==> src/aom_pkg.sv <==
package aom_pkg;

  // ==========================================================================
  // register offsets (byte addresses)
  localparam logic [7:0] SEL_OFS      = 8'h00;
  localparam logic [7:0] UPPER_OFS    = 8'h04;
  localparam logic [7:0] LOWER_OFS    = 8'h08;
  localparam logic [7:0] QUAL_OFS     = 8'h0C;
  localparam logic [7:0] ODLY_OFS     = 8'h10;
  localparam logic [7:0] START_OFS    = 8'h14;
  localparam logic [7:0] STATUS_OFS   = 8'h18;
  localparam logic [7:0] IRQ_OFS      = 8'h1C;
  localparam logic [7:0] MASK_OFS     = 8'h20;
  localparam logic [7:0] DOFUNC_OFS   = 8'h24;

  // ==========================================================================
  // selection digits, one nibble each (bcd)
  localparam int UNITS_POS    = 0;
  localparam int TENS_POS     = 4;
  localparam int HUND_POS     = 8;
  localparam int THOU_POS     = 12;
  localparam int TENK_POS     = 16;
  localparam logic [19:0] SEL_RESET = 20'h1_1100;
  localparam logic [19:0] SEL_MAX   = 20'h1_1133;

  // ==========================================================================
  // reset values, times in units of 10 ms
  localparam logic [15:0] UPPER_RESET = 16'hFFFF;
  localparam logic [15:0] LOWER_RESET = 16'h0000;
  localparam logic [15:0] QUAL_RESET  = 16'h0000;
  localparam logic [15:0] ODLY_RESET  = 16'h0000;
  localparam logic [15:0] START_RESET = 16'h0000;
  localparam logic [15:0] TIME_MAX    = 16'h1388;
  localparam logic [15:0] ODLY_MAX    = 16'h2710;
  localparam logic [7:0]  DOFUNC_OVERLIMIT = 8'h1B;
  localparam logic [7:0]  DOFUNC_RESET     = 8'h00;

  // ==========================================================================
  // timing
  localparam int CLK_HZ     = 10_000_000;
  localparam int TICK_MS    = 10;
  localparam int TICK_CYCLES = CLK_HZ / 1000 * TICK_MS;

  // ==========================================================================
  // stop actions and sources
  typedef enum logic [1:0]
  {
    STOP_COAST = 2'b00,
    STOP_EMERG = 2'b01,
    STOP_DECEL = 2'b10,
    STOP_NONE  = 2'b11
  } aom_stop_t;

  typedef enum logic [1:0]
  {
    SRC_NONE  = 2'b00,
    SRC_PANEL = 2'b01,
    SRC_AIN1  = 2'b10,
    SRC_AIN2  = 2'b11
  } aom_src_t;

  typedef enum logic [1:0]
  {
    ST_START  = 2'b00,
    ST_WATCH  = 2'b01,
    ST_QUAL   = 2'b10,
    ST_OVER   = 2'b11
  } aom_state_t;

endpackage

==> src/aom_timer_if.sv <==
`timescale 1ns/1ps
interface aom_timer_if;
  logic        load;
  logic [15:0] count;
  logic        done;
  modport owner (output load, output count, input done);
  modport timer (input load, input count, output done);
endinterface

==> src/aom_timer.sv <==
`timescale 1ns/1ps
// counts 10 ms ticks; done once count ticks have passed since load fell
module aom_timer
(
  // clock and reset
  input  wire logic     clk,
  input  wire logic     sys_rst,
  input  wire logic     tick,
  // control
  aom_timer_if.timer    tmr
);

  logic [15:0] cnt_reg;
  logic [15:0] cnt_next;

  always_comb
  begin
    cnt_next = cnt_reg;
    if (tmr.load)
      cnt_next = 16'h0000;
    else if (tick && cnt_reg < tmr.count)
      cnt_next = cnt_reg + 16'h0001;
  end

  always_ff @(posedge clk)
  begin
    if (sys_rst)
      cnt_reg <= 16'h0000;
    else
      cnt_reg <= cnt_next;
  end

  assign tmr.done = !tmr.load && (cnt_reg >= tmr.count);

endmodule

==> src/aom_monitor.sv <==
`timescale 1ns/1ps
// Operation
// - units digit picks action: coast, emergency stop, decelerate, none.
// - tens digit picks source: none, panel pot, input one, input two.
// - hundreds digit 0 checks always, 1 only while run command active.
// - ten-thousands digit 1 raises external fault on over-limit.
// - thousands digit is ignored.
// - out of limit when above upper or below lower; drives output.
// - output terminal assigned to over-limit by function code 27.
// - selection accepts 00000..11133, resets to 11100.
// - qualification time settable 0.00..50.00.
// - output delay before terminal turns on, settable up to 100.
// - start-of-detection time settable 0.00..50.00.
module aom_monitor
(
  // clock and reset
  input  wire logic        clk,
  input  wire logic        sys_rst,
  // apb
  input  wire logic        psel,
  input  wire logic        penable,
  input  wire logic        pwrite,
  input  wire logic [7:0]  paddr,
  input  wire logic [31:0] pwdata,
  output logic      [31:0] prdata,
  output logic             pready,
  output logic             pslverr,
  // analog samples and run command
  input  wire logic [15:0] panelValue,
  input  wire logic [15:0] analogInputOne,
  input  wire logic [15:0] analogInputTwo,
  input  wire logic        runCmd,
  // drive actions
  output logic             overlimitOut,
  output logic             stopReq,
  output logic [1:0]       stopMode,
  output logic             extFault,
  output logic             irq
);

  // ==========================================================================
  // input synchroniser
  logic [1:0] runSync1_reg;
  logic       runSync_reg;
  logic       runActive;
  always_ff @(posedge clk)
  begin
    if (sys_rst)
    begin
      runSync1_reg <= 2'b00;
      runSync_reg  <= 1'b0;
    end
    else
    begin
      runSync1_reg <= {runSync1_reg[0], runCmd};
      runSync_reg  <= runSync1_reg[1];
    end
  end
  assign runActive = runSync_reg;

  // ==========================================================================
  // registers
  logic [19:0] sel_reg,    sel_next;
  logic [15:0] upper_reg,  upper_next;
  logic [15:0] lower_reg,  lower_next;
  logic [15:0] qual_reg,   qual_next;
  logic [15:0] odly_reg,   odly_next;
  logic [15:0] start_reg,  start_next;
  logic [7:0]  dofunc_reg, dofunc_next;
  logic [1:0]  irq_reg,    irq_next;
  logic [1:0]  mask_reg,   mask_next;
  logic [31:0] prdata_reg, prdata_next;
  logic        wrEn;
  logic        rdEn;
  logic        badAddr;
  logic [1:0]  events;
  aom_pkg::aom_state_t state_reg, state_next;

  assign wrEn   = psel && penable && pwrite;
  assign rdEn   = psel && penable && !pwrite;
  assign pready = 1'b1;

  always_comb
  begin
    case (paddr)
      aom_pkg::SEL_OFS, aom_pkg::UPPER_OFS, aom_pkg::LOWER_OFS, aom_pkg::QUAL_OFS,
      aom_pkg::ODLY_OFS, aom_pkg::START_OFS, aom_pkg::STATUS_OFS, aom_pkg::IRQ_OFS,
      aom_pkg::MASK_OFS, aom_pkg::DOFUNC_OFS: badAddr = 1'b0;
      default: badAddr = 1'b1;
    endcase
  end
  assign pslverr = psel && penable && badAddr;

  function automatic logic selValid(input logic [19:0] v);
    logic ok;
    ok = (v[19:16] <= 4'h1) && (v[15:12] <= 4'h1) && (v[11:8] <= 4'h1)
      && (v[7:4] <= 4'h3) && (v[3:0] <= 4'h3);
    return ok;
  endfunction

  always_comb
  begin
    sel_next    = sel_reg;
    upper_next  = upper_reg;
    lower_next  = lower_reg;
    qual_next   = qual_reg;
    odly_next   = odly_reg;
    start_next  = start_reg;
    dofunc_next = dofunc_reg;
    mask_next   = mask_reg;
    irq_next    = irq_reg;
    prdata_next = prdata_reg;
    if (wrEn)
    begin
      case (paddr)
        aom_pkg::SEL_OFS:
          if (selValid(pwdata[19:0]))
            sel_next = pwdata[19:0];
        aom_pkg::UPPER_OFS:  upper_next = pwdata[15:0];
        aom_pkg::LOWER_OFS:  lower_next = pwdata[15:0];
        aom_pkg::QUAL_OFS:
          if (pwdata[15:0] <= aom_pkg::TIME_MAX)
            qual_next = pwdata[15:0];
        aom_pkg::ODLY_OFS:
          if (pwdata[15:0] <= aom_pkg::ODLY_MAX)
            odly_next = pwdata[15:0];
        aom_pkg::START_OFS:
          if (pwdata[15:0] <= aom_pkg::TIME_MAX)
            start_next = pwdata[15:0];
        aom_pkg::IRQ_OFS:    irq_next = irq_reg & ~pwdata[1:0];
        aom_pkg::MASK_OFS:   mask_next = pwdata[1:0];
        aom_pkg::DOFUNC_OFS: dofunc_next = pwdata[7:0];
        default: ;
      endcase
    end
    irq_next = irq_next | events;
    if (psel && !penable && !pwrite)
    begin
      case (paddr)
        aom_pkg::SEL_OFS:    prdata_next = {12'h000, sel_reg};
        aom_pkg::UPPER_OFS:  prdata_next = {16'h0000, upper_reg};
        aom_pkg::LOWER_OFS:  prdata_next = {16'h0000, lower_reg};
        aom_pkg::QUAL_OFS:   prdata_next = {16'h0000, qual_reg};
        aom_pkg::ODLY_OFS:   prdata_next = {16'h0000, odly_reg};
        aom_pkg::START_OFS:  prdata_next = {16'h0000, start_reg};
        aom_pkg::STATUS_OFS: prdata_next = {27'h000_0000, extFault, stopReq, overlimitOut, state_reg};
        aom_pkg::IRQ_OFS:    prdata_next = {30'h0000_0000, irq_reg};
        aom_pkg::MASK_OFS:   prdata_next = {30'h0000_0000, mask_reg};
        aom_pkg::DOFUNC_OFS: prdata_next = {24'h00_0000, dofunc_reg};
        default:             prdata_next = 32'h0000_0000;
      endcase
    end
  end

  always_ff @(posedge clk)
  begin
    if (sys_rst)
    begin
      sel_reg    <= aom_pkg::SEL_RESET;
      upper_reg  <= aom_pkg::UPPER_RESET;
      lower_reg  <= aom_pkg::LOWER_RESET;
      qual_reg   <= aom_pkg::QUAL_RESET;
      odly_reg   <= aom_pkg::ODLY_RESET;
      start_reg  <= aom_pkg::START_RESET;
      dofunc_reg <= aom_pkg::DOFUNC_RESET;
      mask_reg   <= 2'b00;
      irq_reg    <= 2'b00;
      prdata_reg <= 32'h0000_0000;
    end
    else
    begin
      sel_reg    <= sel_next;
      upper_reg  <= upper_next;
      lower_reg  <= lower_next;
      qual_reg   <= qual_next;
      odly_reg   <= odly_next;
      start_reg  <= start_next;
      dofunc_reg <= dofunc_next;
      mask_reg   <= mask_next;
      irq_reg    <= irq_next;
      prdata_reg <= prdata_next;
    end
  end
  assign prdata = prdata_reg;
  assign irq    = |(irq_reg & mask_reg);

  // ==========================================================================
  // selection decode
  aom_pkg::aom_stop_t stopSel;
  aom_pkg::aom_src_t  srcSel;
  logic               runOnly;
  logic               faultEn;
  logic [15:0]        sample;
  logic               outOfBand;
  logic               checkOn;
  assign stopSel = aom_pkg::aom_stop_t'(sel_reg[aom_pkg::UNITS_POS +: 2]);
  assign srcSel  = aom_pkg::aom_src_t'(sel_reg[aom_pkg::TENS_POS +: 2]);
  assign runOnly = sel_reg[aom_pkg::HUND_POS];
  assign faultEn = sel_reg[aom_pkg::TENK_POS];
  // thousands digit is never read

  always_comb
  begin
    unique case (srcSel)
      aom_pkg::SRC_NONE:  sample = 16'h0000;
      aom_pkg::SRC_PANEL: sample = panelValue;
      aom_pkg::SRC_AIN1:  sample = analogInputOne;
      aom_pkg::SRC_AIN2:  sample = analogInputTwo;
    endcase
  end
  assign outOfBand = (sample > upper_reg) || (sample < lower_reg);
  assign checkOn   = (srcSel != aom_pkg::SRC_NONE) && (!runOnly || runActive);

  // ==========================================================================
  // 10 ms tick and timers
  logic [19:0] tick_reg, tick_next;
  logic        tick;
  assign tick = (tick_reg == 20'(aom_pkg::TICK_CYCLES - 1));
  always_comb
  begin
    tick_next = tick ? 20'h0_0000 : tick_reg + 20'h0_0001;
  end
  always_ff @(posedge clk)
  begin
    if (sys_rst)
      tick_reg <= 20'h0_0000;
    else
      tick_reg <= tick_next;
  end

  aom_timer_if tStart ();
  aom_timer_if tQual ();
  aom_timer_if tOut ();
  aom_timer uStart (.clk(clk), .sys_rst(sys_rst), .tick(tick), .tmr(tStart));
  aom_timer uQual  (.clk(clk), .sys_rst(sys_rst), .tick(tick), .tmr(tQual));
  aom_timer uOut   (.clk(clk), .sys_rst(sys_rst), .tick(tick), .tmr(tOut));

  // ==========================================================================
  // detection state machine
  logic overState;
  logic outLvl_reg, outLvl_next;

  always_comb
  begin
    state_next = state_reg;
    unique case (state_reg)
      aom_pkg::ST_START:
        if (!checkOn)
          state_next = aom_pkg::ST_START;
        else if (tStart.done)
          state_next = aom_pkg::ST_WATCH;
      aom_pkg::ST_WATCH:
        if (!checkOn)
          state_next = aom_pkg::ST_START;
        else if (outOfBand)
          state_next = aom_pkg::ST_QUAL;
      aom_pkg::ST_QUAL:
        if (!checkOn)
          state_next = aom_pkg::ST_START;
        else if (!outOfBand)
          state_next = aom_pkg::ST_WATCH;
        else if (tQual.done)
          state_next = aom_pkg::ST_OVER;
      aom_pkg::ST_OVER:
        if (!checkOn)
          state_next = aom_pkg::ST_START;
        else if (!outOfBand)
          state_next = aom_pkg::ST_WATCH;
    endcase
  end
  assign tStart.load = (state_reg != aom_pkg::ST_START) || !checkOn;
  assign tStart.count = start_reg;
  assign tQual.load  = (state_reg != aom_pkg::ST_QUAL);
  assign tQual.count = qual_reg;
  assign overState   = (state_reg == aom_pkg::ST_OVER) && checkOn;
  // output terminal turns on after the delay, turns off as soon as over-limit clears
  assign tOut.load   = (overState == outLvl_reg);
  assign tOut.count  = odly_reg;
  assign outLvl_next = tOut.done ? overState : outLvl_reg;

  always_ff @(posedge clk)
  begin
    if (sys_rst)
    begin
      state_reg  <= aom_pkg::ST_START;
      outLvl_reg <= 1'b0;
    end
    else
    begin
      state_reg  <= state_next;
      outLvl_reg <= outLvl_next;
    end
  end

  // ==========================================================================
  // actions
  logic stop_reg, stop_next;
  logic fault_reg, fault_next;
  logic dout_reg, dout_next;
  logic [1:0] mode_reg, mode_next;
  always_comb
  begin
    stop_next  = overState && (stopSel != aom_pkg::STOP_NONE);
    mode_next  = stopSel;
    fault_next = overState && faultEn;
    dout_next  = outLvl_reg && overState && (dofunc_reg == aom_pkg::DOFUNC_OVERLIMIT);
    events     = {fault_next && !fault_reg, (state_next == aom_pkg::ST_OVER)
                  && (state_reg != aom_pkg::ST_OVER)};
  end
  always_ff @(posedge clk)
  begin
    if (sys_rst)
    begin
      stop_reg  <= 1'b0;
      fault_reg <= 1'b0;
      dout_reg  <= 1'b0;
      mode_reg  <= 2'b11;
    end
    else
    begin
      stop_reg  <= stop_next;
      fault_reg <= fault_next;
      dout_reg  <= dout_next;
      mode_reg  <= mode_next;
    end
  end
  assign stopReq      = stop_reg;
  assign stopMode     = mode_reg;
  assign extFault     = fault_reg;
  assign overlimitOut = dout_reg;

endmodule

==> config.mk <==
export PLATFORM = sky130hd
export DESIGN_NAME = aom_monitor
export DESIGN_NICKNAME = d
export VERILOG_FILES = /design/src/aom_pkg.sv /design/src/aom_timer_if.sv /design/src/aom_timer.sv /design/src/aom_monitor.sv
export SDC_FILE = /design/constraint.sdc
export NUM_CORES = 1
export LEC_CHECK = 0
export ABC_CLOCK_PERIOD_IN_PS = 4500
export BUFFER_PORTS_ARGS = -buffer_cell sky130_fd_sc_hd__buf_2
export CORE_MARGIN = 2
export CORE_UTILIZATION = 45
export DETAILED_ROUTE_END_ITERATION = 6
export PLACE_DENSITY_LB_ADDON = 0.08
export SLEW_MARGIN = 10
export SYNTH_ARGS = -nofsm -noshare
export SYNTH_HDL_FRONTEND = slang
export SYNTH_SLANG_ARGS = --single-unit
==> constraint.sdc <==
create_clock -name clk -period 4.5 [get_ports clk]
set_input_delay 0.9 -clock clk [delete_from_list [all_inputs] [get_ports clk]]
set_output_delay 0.9 -clock clk [all_outputs]
set_load 0.01 [all_outputs]
* Yosys cells after proc, flatten, opt, wreduce, memory -nomap -nowiden *
Index checks and enable logic that the tools add are counted.

word-level totals
  bits in registers = 223
  input bits = 94
  output and inout bits = 40
  word-level logic and storage cells = 135

cells by class
  add/subtract/negate cells = 4
  $lt $le $gt $ge = 15
  equality and inequality tests = 22
  multiplexer cells = 15
  bitwise gates (word level) = 4
  reductions and logical operators = 53

operator list
  operator                 count
  $pmux W20 S10            1
  $lt A16 B16 Y1           4
  $pmux W16 S4             1
  $add A16 B1 Y16 const B  3
  $ge A16 B16 Y1           3
  $eq A8 B5 Y1 const B     5
  $logic_and A1 B1 Y1      23
  $mux W2                  11
  $add A20 B1 Y20 const B  1
  $eq A20 B17 Y1 const B   1
  $eq A8 B4 Y1 const B     2
  $eq A8 B6 Y1 const B     2
  $gt A16 B16 Y1           1
  $le A16 B13 Y1 const B   1
  $le A16 B14 Y1 const B   1
  $le A4 B1 Y1 const B     3
  $reduce_and A3 Y1        4
  $eq A2 B2 Y1 const B     5
  $reduce_or A10 Y1        1
  $reduce_or A2 Y1         5
  $eq A8 B3 Y1 const B     1
  $le A4 B2 Y1 const B     2
  $logic_not A1 Y1         8
  $logic_not A8 Y1         1
  other kinds (12)         23

* Logic depth before layout (Yosys ltp) *
Gate-level depths: netlist of the first run.

  word-level depth = 13
  depth in mapped cells = 11
  gate-level depth less buffers = 9

* Cells and area by module *
Synthesis of the first run repeated with hierarchy kept, for this count alone.

second synthesis, totals
  cell total of the unflattened synthesis = 1409
  area total of the unflattened synthesis = 12195.4 µm²

by module, submodules not included
  module       instances  cells an instance  area an instance (µm²)  seq. area each (µm²)
  aom_monitor  1          902                8044.0                  3263.1
  aom_timer    3          169                1383.8                  320.3

* Worst setup path after synthesis of the first run *
Ideal clock, no wire load.

  kind = register to register
  start point = reg sel_reg[5]
  end point = reg state_reg[0]
  library setup time = 58 ps
  arrival = 3288 ps
  required time = 4442 ps
  setup slack = 1153 ps
  stages on the path, launching flop included = 11
  path buffers = 2
  clock period less this slack = 3347 ps
  cells stage by stage = dfxtp_1 > clkbuf_1 > clkbuf_1 > mux2_2 > a22o_1 > ha_1 > nand4_1 > or4_1 > or3_1 > a22oi_1 > o211a_1

between the ends
  cells in the longest elaborated chain, start to end = 9
  elaborated cells between the ends (all ways) = 23
  classes of those cells = order compare (2); eq/ne (3); mux (10); reduce/logical (8)

RTL lines
  what                                                                    RTL line            text
  start: declaration                                                      aom_monitor.sv:63   logic [19:0] sel_reg, sel_next;
  start signal: assignment                                                aom_monitor.sv:159  sel_reg <= aom_pkg::SEL_RESET;
  start signal: assignment                                                aom_monitor.sv:172  sel_reg <= sel_next;
  parallel branches: the longest is 8 deep, another holds $gt A16 B16 Y1  n/a
  $pmux W2 S4 (*)                                                         aom_monitor.sv:246  unique case (state_reg)
  end signal: assignment                                                  aom_monitor.sv:285  state_reg <= aom_pkg::ST_START;
  end signal: assignment                                                  aom_monitor.sv:290  state_reg <= state_next;
  end: declaration                                                        aom_monitor.sv:77   aom_pkg::aom_state_t state_reg, state_next;

Mark *: on every way between the ends.
A chain may end at the register's enable or synchronous reset.

* Worst setup path after layout of the first run *
Ends and elaborated chain as after synthesis.

==> impl_metrics.csv, run 1 <==
group,metric,value,unit
status,status,"complete, no violations",
sta,fin_worst_skew,0.00651,ns
floorplanning,die_x,165,um
routing,ant_nets,0,
sta,fin_crit,3.62,ns
clock_network,cts_buffer_depth,3,
synthesis,yosysTopAreaCell,"dfxtp_1",
placement,portBuffers,108,
synthesis,synth_top_area_share,36.1,%
worst_setup_path,cp-end-kind,"flop",
grt,grt_max_degree,45,
synthesis,synth_ff_type,"dfxtp_1",
floorplanning,core,0.0253,sq mm
worst_setup_path,required,4.97,ns
sta,setup_ws,0.882,ns
grt,grt_pass1_wl,55700,um
cells_and_area,layout-drive-gt1-share,14.7,%
sta,hold_viol_final,0,
power,power,4.04,mW
sta,finalCritPeriodShare,80.4,%
routing,drc,0,
clock_network,cts_buffers,24,
synthesis,synthArstFlopShare,0,%
cells_and_area,nNetsFinal,1645,
synthesis,netlist_area,0.0117,sq mm
sta,fin_tns_setup,0,ns
worst_setup_path,slowest_stage,"or4_1",
routing,firstDrtPassIters,5,
sta,relSlewSlack,21.7,%
floorplanning,rows,58,
floorplanning,dieArea,0.0273,sq mm
worst_setup_path,critPathMaxStageDelay,0.62,ns
clock_network,cts.clk_slew.worst_paths,0.06,ns
worst_hold_path,hp-class,"flop to flop",
placement,place_congestion,0.889,
job,drv_cap,0,
clock_network,cts_sinks,211,
synthesis,ys_ff_latch,211,
routing,drt_iter0_drc,1059,
synthesis,muxShareOfSynthArea,4.96,%
synthesis,yosys_warnings,0,
synthesis,synth_xor_xnor_area_share,1.50,%
synthesis,synth.avg_cell_area,8.37,sq um
routing,wirelength,35600,um
clock_network,clk_latency,0.52,ns
floorplanning,start_util,46.2,%
placement,dpl.hpwl,26200,um
placement,dp_cells,1773,
clock_network,cts_hold_buffers,0,
worst_setup_path,critPathKind,"flop to flop",
cells_and_area,area_delta_synth_final,13.3,%
grt,grt.total_usage,26.2,%
power,p_leak,5.18,nW
worst_setup_path,path_buf_inv,1,
sta,slew_violations,0,
floorplanning,ioPinCount,134,
cells_and_area,stdcell_count,1818,
grt,antenna_found_initial,2,
grt,gr-total-overflow,0,
worst_setup_path,crit_path_max_fanout,15,
synthesis,synth_most_common_cell,"dfxtp_1",
sta,rsz0062_at_grt,"no",
routing,wire_per_inst,19.6,um
synthesis,synth_fa_ha_area_share,8.78,%
clock_network,cts_tree,"built",
floorplanning,die_h,165,um
synthesis,synth_top_family_by_area,"simple AND/OR/NAND/NOR gates",
synthesis,synth.area.top_cells,"dfxtp_1 36%, ha_1 8.8%, a21oi_1 4.8%",
clock_network,htree_levels,1,
sta,setup_viol,0,
worst_setup_path,crit_chain,"buf_4, mux2_2, a22o_1, ha_1, nand4_1, or4_1, or3_1, a22oi_1, o211a_1",
worst_setup_path,cp-start-kind,"flop",
synthesis,synth_cell_types,81,
synthesis,synthCells,1396,
clock_network,post_cts_buffers,0,
power,p_per_area,305,mW/mm^2
synthesis,yosys.area_share.simple,22.4,%
routing,via_per_inst,5.86,
routing,vias,10652,
sta,whs,0.442,ns
power,ir_drop,425,uV
synthesis,synth-edff-count,0,
clock_network,post_cts_resized,0,
placement,pre_cts_slack,0.828,ns
worst_setup_path,cp_top_family,"simple AND/OR/NAND/NOR gates",
synthesis,synth_compound_area_share,19.0,%
worst_setup_path,arrival,4.08,ns
synthesis,synth-seq-area-share,36.1,%
sta,fmax,276,MHz
clock_network,root_buffer,"clkbuf_16",
grt,first_global_vias,10010,
synthesis,yosys-top-cells-count,"211 x dfxtp_1, 136 x nand2_1, 113 x a21oi_1, 100 x inv_1, 91 x nor2_1",
cells_and_area,n_fill_cell,2420,
sta,worstMarginPinSlew,1.16,ns
-- where the power goes --
| group | leakage (nW) | switching (mW) | total, mW | internal [mW] |
|---|---|---|---|---|
| Combinational | 3.08 | 0.117 | 0.176 | 0.0589 |
| Clock | 0.394 | 0.806 | 1.98 | 1.17 |
| Sequential | 1.70 | 0.00742 | 1.89 | 1.88 |
-- kinds of logic after synthesis --
| group | Yosys count |
|---|---|
| flops | 211 |
| buf+inv | 197 |
| other cells | 2 |
| compound gates | 331 |
| simple gates | 497 |
| fa+ha+maj | 82 |
| mux | 56 |
| xor+xnor | 20 |
-- worst reg2reg max path: stages, from the launching register on --
cell and delay (ns):
dfxtp_1 0.54, buf_4 0.31, mux2_2 0.36, a22o_1 0.25, ha_1 0.30, nand4_1 0.16, or4_1 0.62, or3_1 0.39
a22oi_1 0.41, o211a_1 0.22
-- metal layers --
layer	wire, um	share of wire (%)	track usage, %	vias to the layer above
li1	-	-	-	5208
met2	16300	46	43.6	304
met5	13	0.037	0	-
met4	997	2.8	7.47	2
met3	2210	6.2	3.60	74
met1	16100	45	35.6	5064
-- through the flow --
| stage | area [sq um] | util [%] |
|---|---|---|
| global route | 13200 | 52.3 |
| global placement | 12400 | 49.1 |
| detailed placement | 12400 | 49.1 |
| finish | 13200 | 52.3 |
| CTS | 13200 | 52.3 |
| floorplan | 11700 | - |
-- layout make-up --
type	count	area [sq um]	share of cell area, %
Multi-Input combinational cell	999	6700	50.6
Sequential cell	211	4220	31.9
Clock buffer	35	723	5.46
Timing Repair Buffer	132	723	5.46
Tap cell	330	413	3.12
Inverter	101	379	2.86
Clock inverter	9	78.8	0.595
Antenna cell	1	2.50	0.0189
-- cells in the final DEF (no fill, tap or decap), types with 19 or more instances in the layout --
master	n
or4_1	23
and2_1	23
clkbuf_16	25
o211ai_1	19
a22oi_1	24
nor2_1	91
mux2i_1	41
dfxtp_1	211
nand2_1	136
o21ai_0	44
ha_1	82
a21oi_1	113
inv_1	100
nand4_1	25
nand3_1	70
buf_4	25
a22o_1	19
o31ai_1	23
and3_1	21
or3_1	21
buf_2	107
-- path summary, 6_finish.rpt --
kind,cells after the start,startpoint,endpoint,slack (ns)
worst max-delay path,9,sel_reg[5],state_reg[0],0.88
worst max register to register,9,sel_reg[5],state_reg[0],0.88
worst min register to register,1,runSync1_reg[1],runActive,0.44
worst min-delay path,1,runSync1_reg[1],runActive,0.44
(Power assumes the default switching activity.)
==> run 2, diff against run 1 <==
ABC_AREA = 1   (was default)
ABC_CLOCK_PERIOD_IN_PS = 3330   (was 4500)
clock period = 3.33 ns   (was 4.5 ns; I/O delays follow)
==> impl_metrics.csv, run 2 <==
group,metric,value,unit
clock_network,post_cts_buffers,0,
synthesis,synthCells,1616,
worst_setup_path,critPathKind,"flop to flop",
sta,fmax,351,MHz
synthesis,netlist_area,0.0116,sq mm
cells_and_area,nNetsFinal,1889,
power,p_leak,5.59,nW
cells_and_area,area_delta_synth_final,14.9,%
synthesis,synth.area.top_cells,"dfxtp_1 36%, nand2_1 10%, ha_1 8.8%",
placement,pre_cts_slack,0.498,ns
cells_and_area,seqCellArea,0.00422,sq mm
worst_setup_path,rrSetupSlack,0.48,ns
worst_setup_path,arrival,3.26,ns
floorplanning,die_h,165,um
placement,place_congestion,0.923,
synthesis,yosysTopAreaCell,"dfxtp_1",
sta,worstMarginPinSlew,0.747,ns
worst_setup_path,critPathMaxStageDelay,0.46,ns
worst_setup_path,slowest_stage,"dfxtp_1",
synthesis,synthArstFlopShare,0,%
routing,wirelength,34500,um
synthesis,yosys-top-cells-count,"310 x nand2_1, 222 x inv_1, 211 x dfxtp_1, 185 x a21oi_1, 99 x o21ai_0",
sta,whs,0.363,ns
cells_and_area,final_cell_mix,"310 x nand2_1, 221 x inv_1, 211 x dfxtp_1",
routing,drt_iter0_drc,926,
synthesis,synth_ff_type,"dfxtp_1",
sta,slew_violations,0,
sta,setup_ws,0.479,ns
placement,portBuffers,108,
worst_setup_path,cp_common_cell,"nand2_1",
power,p_per_area,430,mW/mm^2
sta,fin_tns_setup,0,ns
synthesis,synth_top_area_share,36.3,%
worst_hold_path,hp-class,"primary input to flop",
cells_and_area,n_fill_cell,2481,
grt,grt_max_degree,43,
floorplanning,core,0.0253,sq mm
clock_network,htree_levels,1,
sta,hold_viol_final,0,
clock_network,root_buffer,"clkbuf_16",
worst_setup_path,cp-start-kind,"flop",
cells_and_area,n_antenna_cell,0,
worst_setup_path,worst-r2r-cell-count,15,
power,p_clk_share,52.5,%
grt,grt.total_usage,25.2,%
synthesis,synth-edff-count,0,
routing,wire_per_inst,16.7,um
synthesis,yosys_warnings,0,
worst_hold_path,hold_depth,3,
worst_hold_path,worstHoldEndpoint,"runSync1_reg[0]",
floorplanning,dieArea,0.0272,sq mm
worst_setup_path,r2r-start,"sel_reg[5]",
routing,firstDrtPassIters,5,
grt,gr-total-overflow,0,
power,power,5.75,mW
placement,dpl.hpwl,26200,um
sta,setup_viol,0,
routing,via_per_inst,5.36,
power,p_int,4.50,mW
clock_network,post_cts_resized,0,
power,pwr-share-seq,44.1,%
grt,grt_pass1_wl,54200,um
synthesis,synth.avg_cell_area,7.20,sq um
clock_network,cts_sinks,211,
synthesis,synth_cell_types,49,
clock_network,cts_buffers,25,
job,drv_cap,0,
clock_network,cts_hold_buffers,0,
status,status,"complete, no violations",
routing,vias,11053,
power,ir_drop,363,uV
synthesis,ys_ff_latch,211,
floorplanning,die_x,165,um
floorplanning,rows,58,
synthesis,synth_most_common_cell,"nand2_1",
routing,drc,0,
worst_hold_path,hold_start,"runCmd",
sta,fin_worst_skew,0.0170,ns
cells_and_area,layout-drive-gt1-share,12.2,%
worst_setup_path,cp-end-kind,"flop",
clock_network,clk_latency,0.52,ns
cells_and_area,final_common_cell,"nand2_1",
worst_setup_path,required,3.74,ns
floorplanning,ioPinCount,134,
sta,fin_crit,2.85,ns
sta,relSlewSlack,49.8,%
power,switching_share,21.8,%
floorplanning,start_util,46.0,%
synthesis,synth-seq-area-share,36.3,%
worst_setup_path,crit_path_max_fanout,15,
clock_network,cts_buffer_depth,3,
worst_setup_path,crit_chain,"inv_2, nor2_2, nand2_1, nand3_1, ha_1, nand2_1, nor2_1, nand2_1, nor2_1, or3b_1, nand2_1, and2_1, nor3_1, nand2_1, nand2_1",
routing,ant_nets,0,
power,power.switching,1.25,mW
grt,antenna_found_initial,0,
grt,first_global_vias,10186,
cells_and_area,multi_input_area,0.00627,sq mm
sta,finalCritPeriodShare,85.6,%
clock_network,cts.clk_slew.worst_paths,0.06,ns
clock_network,cts_tree,"built",
power,comb_power_share,3.4,%
sta,rsz0062_at_grt,"no",
worst_setup_path,rr_endpoint,"irq_reg[0]",
run 2: cell count changes in the layout (fill, tap and decap cells not counted), moves of 19 or more:
cell and change:
nand2_1 +174, inv_1 +121, a21oi_1 +72, o21ai_0 +55, mux2i_1 -41, o22ai_1 +32, a22oi_1 -24, or4_1 -23
nor3_1 +22, or3_1 -21, and2_1 -20, a22o_1 -19, and3_1 -19
run 2: cell families after synthesis:
family,count (synthesis),synth area share (%)
AO/OA/AOI/OAI,379,18.0
XOR/XNOR,33,2.48
adder cells (fa/ha/maj),82,8.81
buffers and inverters,301,10.4
flip-flops,211,36.3
other,2,0.0645
AND/OR/NAND/NOR,608,24.0
run 2: worst max path at each step:
stage,start,slack (ns),endpoint
finish,sel_reg[5],0.48,irq_reg[0]
global route,sel_reg[5],0.18,irq_reg[0]
CTS,sel_reg[5],0.47,irq_reg[0]
detailed placement,sel_reg[5],0.50,irq_reg[0]
global placement,sel_reg[5],0.49,irq_reg[0]
floorplan,paddr[7],0.81,pslverr
run 2: critical path: cells and delay by family (launching register included):
| kind | cells | cell delay, ns |
|---|---|---|
| fa+ha+maj | 1 | 0.16 |
| flops | 1 | 0.46 |
| simple gates | 13 | 2.04 |
| buf+inv | 1 | 0.07 |
run 2: power groups by stage:
stage,Sequential (mW),Combinational [mW],Clock [mW]
4_1_cts,2.54,0.189,3.06
2_1_floorplan,2.59,0.0926,0
6_report,2.54,0.193,3.02
3_3_place_gp,2.59,0.188,0
3_5_place_dp,2.59,0.188,0
5_1_grt,2.54,0.211,3.17
run 2: routing by layer:
layer	part of all wire, %	GRT usage, %	vias up
met5	0	0	-
met4	2.8	7.35	0
met3	7.1	3.52	67
met2	43	39.7	328
met1	47	35.9	5047
li1	-	-	5611
run 2: cell type report:
class                   count  area share, %
clock buffers              31           5.07
clock inverters            14           1.71
inverters                 232           6.51
multi-input cells        1115           46.9
flip-flops and latches    211           31.6
well taps                 330           3.09
repair buffers            128           5.16
run 2: stage by stage:
stage	utilization, %	std cells	cell area, sq um
final	52.8	2061	13400
after global routing	52.8	2061	13400
after CTS	52.8	2061	13400
after detailed placement	49.2	2016	12500
after global placement	49.2	2016	12500
after floorplan	-	1627	11700
